$ cat src/handler_consts.svh
/*
 * Offsets, field positions, reset values and implemented-bit masks of the
 * system handler priority and control/state registers.
 * Assumes byte addresses on a 32-bit word-aligned register port.
 */
`ifndef HANDLER_CONSTS_SVH
`define HANDLER_CONSTS_SVH

// register byte addresses
`define OFF_PRI_WORD0      32'hE000ED18
`define OFF_PRI_WORD1      32'hE000ED1C
`define OFF_PRI_WORD2      32'hE000ED20
`define OFF_CTRL_STATE     32'hE000ED24
`define OFF_EVT_STATUS     32'hE000ED28
`define OFF_EVT_MASK       32'hE000ED2C

// reset values
`define RST_PRI_WORD       32'h00000000
`define RST_CTRL_STATE     32'h00000000
`define RST_EVT            32'h00000000

// implemented priority bits: top three bits of each implemented byte
`define PRI_KEEP_WORD0     32'hE0E0E0E0
`define PRI_KEEP_WORD1     32'hE0000000
`define PRI_KEEP_WORD2     32'hE0E000E0

// priority field positions (low bit of each three-bit field)
`define POS_PRI_MEMMGMT    5
`define POS_PRI_BUS        13
`define POS_PRI_USAGE      21
`define POS_PRI_SVC        29
`define POS_PRI_DBGMON     5
`define POS_PRI_PENDSV     21
`define POS_PRI_SYSTICK    29

// control/state word: fault enables
`define POS_EN_MEMMGMT     16
`define POS_EN_BUS         17
`define POS_EN_USAGE       18
// control/state word: pended flags
`define POS_PEND_USAGE     12
`define POS_PEND_MEMMGMT   13
`define POS_PEND_BUS       14
`define POS_PEND_SVC       15
// control/state word: active flags
`define POS_ACT_MEMMGMT    0
`define POS_ACT_BUS        1
`define POS_ACT_USAGE      3
`define POS_ACT_SVC        7
`define POS_ACT_DBGMON     8
`define POS_ACT_PENDSV     10
`define POS_ACT_SYSTICK    11

// implemented bits of the control/state word and of the event registers
`define CTRL_STATE_KEEP    32'h0007FD8B
`define EVT_KEEP           32'h0000FD8B

`endif

$ cat src/handler_pkg.sv
/*
 * Types shared by the handler priority and state logic.
 * Assumes handler_consts.svh for all numeric values.
 */
package handler_pkg;

	typedef logic [2:0] prio_t;

	typedef struct packed {
		logic [31:0] word;
	} prio_state_t;

	typedef struct packed {
		logic [31:0] status;
		logic [31:0] mask;
	} event_state_t;

	typedef struct packed {
		logic [2:0]  fault_en;
		logic [3:0]  pended;
		logic [6:0]  active;
		logic [31:0] rdata;
	} core_state_t;

endpackage

$ cat src/prio_word.sv
/*
 * One 32-bit priority word holding up to four byte-wide priority fields, as KEEP selects.
 * Assumes a one-cycle write strobe decoded by the parent.
 */
`timescale 1ns/1ps
`include "handler_consts.svh"

module prio_word #(
	parameter logic [31:0] KEEP = `PRI_KEEP_WORD0
) (
	input  wire logic        clk,     // core clock
	input  wire logic        reset_n, // synchronous reset, active low
	input  wire logic        wr,      // write strobe for this word
	input  wire logic [31:0] wdata,   // write data
	output logic      [31:0] word     // stored word, unused bits zero
);
	handler_pkg::prio_state_t s_q;
	handler_pkg::prio_state_t s_d;

	always_comb begin
		s_d = s_q;
		if (wr) begin
			// unimplemented bits never take a value
			s_d.word = wdata & KEEP;
		end
	end

	always_ff @(posedge clk) begin
		if (!reset_n) begin
			s_q.word <= `RST_PRI_WORD;
		end else begin
			s_q <= s_d;
		end
	end

	assign word = s_q.word;
endmodule

$ cat src/event_regs.sv
/*
 * Sticky event status, mask and level interrupt output.
 * Assumes one-cycle event pulses and one-cycle write strobes.
 */
`timescale 1ns/1ps
`include "handler_consts.svh"

module event_regs (
	input  wire logic        clk,        // core clock
	input  wire logic        reset_n,    // synchronous reset, active low
	input  wire logic [31:0] events,     // event pulses, state word layout
	input  wire logic        status_wr,  // write-one-to-clear strobe
	input  wire logic        mask_wr,    // mask write strobe
	input  wire logic [31:0] wdata,      // write data
	output logic      [31:0] status,     // sticky status
	output logic      [31:0] mask,       // interrupt mask
	output logic             irq         // level interrupt
);
	handler_pkg::event_state_t s_q;
	handler_pkg::event_state_t s_d;
	logic [31:0] clr;

	always_comb begin
		s_d = s_q;
		clr = status_wr ? wdata : 32'h00000000;
		// a new event in the clearing cycle is kept
		s_d.status = ((s_q.status & ~clr) | events) & `EVT_KEEP;
		if (mask_wr) begin
			s_d.mask = wdata & `EVT_KEEP;
		end
	end

	always_ff @(posedge clk) begin
		if (!reset_n) begin
			s_q.status <= `RST_EVT;
			s_q.mask   <= `RST_EVT;
		end else begin
			s_q <= s_d;
		end
	end

	assign status = s_q.status;
	assign mask   = s_q.mask;
	assign irq    = |(s_q.status & s_q.mask);
endmodule

$ cat src/handler_regs.sv
/*
 * System handler priority words and handler control/state word behind a
 * plain register port, with sticky events and one interrupt line.
 * Assumes the exception logic drives set/clear pulses on the core clock
 * and that reads return data in the cycle after the read strobe.
 */
// Our own choice: the address-and-strobe port.
`timescale 1ns/1ps
`include "handler_consts.svh"

module handler_regs (
	input  wire logic        clk,              // core clock, 25 MHz
	input  wire logic        reset_n,          // sync reset, active low
	input  wire logic [31:0] addr,             // register byte address
	input  wire logic [31:0] wdata,            // write data
	input  wire logic        wr,               // write strobe
	input  wire logic        rd,               // read strobe
	output logic      [31:0] rdata,            // read data, cycle after rd
	output logic             irq,              // level interrupt
	input  wire logic [3:0]  pend_set,         // hw pended set pulses
	input  wire logic [3:0]  pend_clr,         // hw pended clear pulses
	input  wire logic [6:0]  act_set,          // hw active set pulses
	input  wire logic [6:0]  act_clr,          // hw active clear pulses
	output logic             usage_fault_enable,   // usage fault enable
	output logic             bus_fault_enable,     // bus fault enable
	output logic             memmgmt_fault_enable, // memmgmt enable
	output logic [3:0]       pended,           // usage,mem,bus,svc pended
	output logic [6:0]       active,           // active flags
	output logic             service_call_pending, // svc pended flag
	output logic             system_tick_active,   // tick active flag
	output logic             debug_monitor_active, // monitor active flag
	output handler_pkg::prio_t prio_memmgmt,   // memmgmt priority
	output handler_pkg::prio_t prio_bus,       // bus fault priority
	output handler_pkg::prio_t prio_usage,     // usage fault priority
	output handler_pkg::prio_t prio_svc,       // service call priority
	output handler_pkg::prio_t prio_dbgmon,    // debug monitor priority
	output handler_pkg::prio_t prio_pendsv,    // pending service priority
	output handler_pkg::prio_t prio_systick    // system tick priority
);
	// pended index: 0 usage, 1 memmgmt, 2 bus, 3 svc
	localparam int PEND_POS [4] = '{
		`POS_PEND_USAGE,
		`POS_PEND_MEMMGMT,
		`POS_PEND_BUS,
		`POS_PEND_SVC
	};
	// active index: 0 mem, 1 bus, 2 usage, 3 svc, 4 mon, 5 pendsv, 6 tick
	localparam int ACT_POS [7] = '{
		`POS_ACT_MEMMGMT,
		`POS_ACT_BUS,
		`POS_ACT_USAGE,
		`POS_ACT_SVC,
		`POS_ACT_DBGMON,
		`POS_ACT_PENDSV,
		`POS_ACT_SYSTICK
	};
	// enable index: 0 memmgmt, 1 bus, 2 usage
	localparam int EN_POS [3] = '{
		`POS_EN_MEMMGMT,
		`POS_EN_BUS,
		`POS_EN_USAGE
	};
	localparam logic [31:0] PRI_OFF [3] = '{
		`OFF_PRI_WORD0,
		`OFF_PRI_WORD1,
		`OFF_PRI_WORD2
	};
	localparam logic [31:0] PRI_KEEP [3] = '{
		`PRI_KEEP_WORD0,
		`PRI_KEEP_WORD1,
		`PRI_KEEP_WORD2
	};

	handler_pkg::core_state_t s_q;
	handler_pkg::core_state_t s_d;

	logic [31:0] pri_word [3];
	logic [2:0]  pri_hit;
	logic        ctrl_hit;
	logic        status_hit;
	logic        mask_hit;
	logic [31:0] state_word;
	logic [31:0] evt_word;
	logic [31:0] evt_status;
	logic [31:0] evt_mask;
	logic        evt_irq;

	// address decode
	always_comb begin
		for (int i = 0; i < 3; i++) begin
			pri_hit[i] = (addr == PRI_OFF[i]);
		end
		ctrl_hit   = (addr == `OFF_CTRL_STATE);
		status_hit = (addr == `OFF_EVT_STATUS);
		mask_hit   = (addr == `OFF_EVT_MASK);
	end

	// one word per generate step; each keeps only the implemented top three bits of its bytes
	for (genvar g = 0; g < 3; g++) begin : g_pri
		prio_word #(
			.KEEP (PRI_KEEP[g])
		) u_word (
			.clk     (clk),
			.reset_n (reset_n),
			.wr      (wr && pri_hit[g]),
			.wdata   (wdata),
			.word    (pri_word[g])
		);
	end

	// priority fields handed to the priority resolver
	assign prio_usage   = pri_word[0][`POS_PRI_USAGE +: 3];
	assign prio_bus     = pri_word[0][`POS_PRI_BUS +: 3];
	assign prio_memmgmt = pri_word[0][`POS_PRI_MEMMGMT +: 3];
	assign prio_svc     = pri_word[1][`POS_PRI_SVC +: 3];
	assign prio_dbgmon  = pri_word[2][`POS_PRI_DBGMON +: 3];
	assign prio_pendsv  = pri_word[2][`POS_PRI_PENDSV +: 3];
	assign prio_systick = pri_word[2][`POS_PRI_SYSTICK +: 3];

	// pack stored flags into the state word layout
	always_comb begin
		state_word = 32'h00000000;
		for (int i = 0; i < 3; i++) begin
			state_word[EN_POS[i]] = s_q.fault_en[i];
		end
		for (int i = 0; i < 4; i++) begin
			state_word[PEND_POS[i]] = s_q.pended[i];
		end
		for (int i = 0; i < 7; i++) begin
			state_word[ACT_POS[i]] = s_q.active[i];
		end
	end

	// events are the hardware set pulses, in state word layout
	always_comb begin
		evt_word = 32'h00000000;
		for (int i = 0; i < 4; i++) begin
			evt_word[PEND_POS[i]] = pend_set[i];
		end
		for (int i = 0; i < 7; i++) begin
			evt_word[ACT_POS[i]] = act_set[i];
		end
	end

	event_regs u_events (
		.clk       (clk),
		.reset_n   (reset_n),
		.events    (evt_word),
		.status_wr (wr && status_hit),
		.mask_wr   (wr && mask_hit),
		.wdata     (wdata),
		.status    (evt_status),
		.mask      (evt_mask),
		.irq       (evt_irq)
	);

	// next state: software write, then hardware clear, then hardware set,
	// so a hardware set in the same cycle as a clear is never lost
	always_comb begin
		s_d = s_q;
		if (wr && ctrl_hit) begin
			// only implemented positions are taken from the write data
			for (int i = 0; i < 3; i++) begin
				s_d.fault_en[i] = wdata[EN_POS[i]];
			end
			for (int i = 0; i < 4; i++) begin
				s_d.pended[i] = wdata[PEND_POS[i]];
			end
			for (int i = 0; i < 7; i++) begin
				s_d.active[i] = wdata[ACT_POS[i]];
			end
		end
		s_d.pended = (s_d.pended & ~pend_clr) | pend_set;
		s_d.active = (s_d.active & ~act_clr) | act_set;

		// read data stands only in the cycle after the strobe
		s_d.rdata = 32'h00000000;
		if (rd) begin
			if (pri_hit[0]) begin
				s_d.rdata = pri_word[0];
			end else if (pri_hit[1]) begin
				s_d.rdata = pri_word[1];
			end else if (pri_hit[2]) begin
				s_d.rdata = pri_word[2];
			end else if (ctrl_hit) begin
				s_d.rdata = state_word & `CTRL_STATE_KEEP;
			end else if (status_hit) begin
				s_d.rdata = evt_status;
			end else if (mask_hit) begin
				s_d.rdata = evt_mask;
			end else begin
				// unmapped addresses read zero and never stall
				s_d.rdata = 32'h00000000;
			end
		end
	end

	always_ff @(posedge clk) begin
		if (!reset_n) begin
			s_q.fault_en <= 3'h0;
			s_q.pended   <= 4'h0;
			s_q.active   <= 7'h00;
			s_q.rdata    <= 32'h00000000;
		end else begin
			s_q <= s_d;
		end
	end

	assign rdata = s_q.rdata;
	assign irq   = evt_irq;

	assign memmgmt_fault_enable = s_q.fault_en[0];
	assign bus_fault_enable     = s_q.fault_en[1];
	assign usage_fault_enable   = s_q.fault_en[2];
	assign pended               = s_q.pended;
	assign active               = s_q.active;
	assign service_call_pending = s_q.pended[3];
	assign debug_monitor_active = s_q.active[4];
	assign system_tick_active   = s_q.active[6];
endmodule

$ cat config.mk
export PLATFORM = sky130hd
export DESIGN_NAME = handler_regs
export DESIGN_NICKNAME = d
export VERILOG_FILES = /design/src/handler_pkg.sv /design/src/prio_word.sv /design/src/event_regs.sv /design/src/handler_regs.sv
export VERILOG_INCLUDE_DIRS = /design/src /design/src/src
export SDC_FILE = /design/constraint.sdc
export NUM_CORES = 1
export LEC_CHECK = 0
export ABC_AREA = 0
export BUFFER_PORTS_ARGS = -buffer_cell sky130_fd_sc_hd__clkbuf_2
export CELL_PAD_IN_SITES_DETAIL_PLACEMENT = 0
export CELL_PAD_IN_SITES_GLOBAL_PLACEMENT = 1
export CORE_ASPECT_RATIO = 1.25
export CORE_MARGIN = 5
export CORE_UTILIZATION = 35
export DETAILED_ROUTE_END_ITERATION = 10
export MAX_ROUTING_LAYER = met4
export PLACE_DENSITY_LB_ADDON = 0.1
export SYNTH_ARGS = -nofsm -noshare
export SYNTH_HDL_FRONTEND = slang
export SYNTH_HIERARCHICAL = 1
export SYNTH_SLANG_ARGS = --single-unit
export TNS_END_PERCENT = 5
$ cat constraint.sdc
create_clock -name clk -period 2.9 [get_ports clk]
set_input_delay 0.58 -clock clk [delete_from_list [all_inputs] [get_ports clk]]
set_output_delay 0.58 -clock clk [all_outputs]
set_load 0.02 [all_outputs]
==> metrics.txt <==
status finished, final reports clean; Pre-Repair DR Iteration Count 4; largest net degree at the start of global routing 36; final worst setup slack 0.633 ns; number of global-route vias before repair 4438; Tightest Pin Transition 1.11 ns; clk root buf clkbuf_16; Worst Path Max Fanout 11; area of the multi-input gates 3030 sq um; Initial DRC Count 161; met3 Usage GRT 2.41%; met2 usage 27.7%; Core Region 15500 sq um; initial antenna violation count 0; largest delay contributor family on the critical path simple AND/OR/NAND/NOR gates; filler cell count 1646; dpl hpwl 10500 microns; hold_buf cts 0; Sequential Area 1840 sq um; Setup crit end kind flip-flop; clock sinks 92; Worst Skew 0.00801 ns; worst-skew pair later-pin latency 0.35 ns; CP startpoint kind input port; Die ar. 18400 sq um; WL per Instance 14.8 microns; H-tree depth 3; MaxCap Viol Count 0; postcts setup bufs 0; layout cells sized above 1 27.5%; Hold WS 0.468 ns; GR Util met1 20.0%; period utilization 78.2%; DR vias/cell 4.53; chip height 150 microns; worst-case clock buffer depth 2; Largest stage delay, worst path 0.53 ns; Hold Path Class input port to flip-flop; warnings from Yosys 6; Fin. Hold Viols 0; Pwr Density 441 nW/um^2; Pleak 2.62 nW; RePlAce Congestion 0.774; pins over their slew limit 0; Post-Syn Area 5510 sq um; DRC viols 0; site row count 51; CTS clk-pin slew, worst paths 0.07 ns; DR vias 4482; IO Port Bufs 150; setup_tns 0 ns; n_diodes 0; Fmax 441 MHz; PostCTS Resize Cnt 0; grt total ovfl 0; final core occ 41.3%; total detailed-routing wirelength 14600 microns; Cells after Synth 636; Ports 161; critical path class input port to flip-flop; TritonCTS clock tree done; Max-slew headroom 25.8%; Area Overhead vs Synth 16.1%; CP max stage cell or4_1; CTS buffer count 9; Initial Util 35.5%; Total Routing Usage GR 16.5%; Pwr Total 2.82 mW; ANT nets after route 0; chip width 122 microns; synthesized area per cell 8.66 sq um; min cycle time layout 2.27 ns; unrepaired setup endpoints after global routing no; CP Cell Sequence clkbuf_2, or4_1, nor4_2, and2_1, nor2b_1, and2_1, buf_12, mux2i_1, nor2b_1; Max VDD drop 0.229 mV; Critical Path RT 3.15 ns; GRT busiest layer met2; WP data arrival 2.51 ns; CP Buf/Inv Count 2; setup violators final 0; pre-CTS WS 0.258 ns; nets 862; first-pass GRT wire length 23200 microns
-- power by group --
part / internal [mW] / total, mW / switching, mW / leakage (nW)
combinational: 0.116 / 0.256 / 0.140 / 1.71
sequential: 1.29 / 1.31 / 0.0211 / 0.748
clock: 0.728 / 1.26 / 0.535 / 0.158
total: 2.13 / 2.82 / 0.696 / 2.62
-- registers in the layout (all words and copies together), names as in the netlist --
name / flops
rdata: 32
pended: 4
u_events/status: 11
usage_fault_enable: 1
g_pri.u_word/word: 24
u_events/mask: 11
bus_fault_enable: 1
memmgmt_fault_enable: 1
active: 7
-- layout by cell type, fill, tap and decap left out, types with 22 or more instances in the layout --
cell type,instances
a22oi_1,32
mux2i_1,35
nor2_1,47
nand2_1,25
nor3_1,32
buf_4,22
dfxtp_1,92
conb_1,114
clkbuf_2,150
nor2b_1,48
-- layout make-up --
class                      count  share of cell area (%)
multi-input combinational    494                    47.3
inverter                       2                   0.117
sequential                    92                    28.8
tap                          212                    4.14
timing repair buffer         173                    14.6
clock inverter                 5                    1.06
clock buffer                  11                    3.95
-- path summary, 6_finish.rpt --
kind	start	end	slack (ns)	cells after the start
max	addr[19]	u_events/mask[14]$_SDFFE_PN0P_	0.63	9
min	act_set[4]	active[4]$_SDFF_PN0_	0.47	3
max reg2reg	pended[3]$_SDFF_PN0_	rdata[15]$_SDFF_PN0_	1.58	5
min reg2reg	usage_fault_enable$_SDFFE_PN0N_	usage_fault_enable$_SDFFE_PN0N_	0.48	2
-- worst register-to-register path, cell delays in order (launching register included) --
cell	delay, ns
dfxtp_1	0.36
mux2_2	0.28
a22oi_1	0.18
nor2_1	0.06
a221oi_1	0.23
nor3_1	0.08
-- through the flow --
step / instance area [sq um] / std cells
2_1_floorplan: 5920 / 746
3_3_place_gp: 6080 / 973
3_5_place_dp: 6080 / 973
4_1_cts: 6400 / 989
5_1_grt: 6400 / 989
6_report: 6400 / 989
-- layer usage --
metal	routed length, microns	vias up
met5	0	-
met1	6590	2041
li1	-	2312
met3	592	21
met4	314	0
met2	7120	108
No activity file was read; power rests on OpenSTA's default activity.
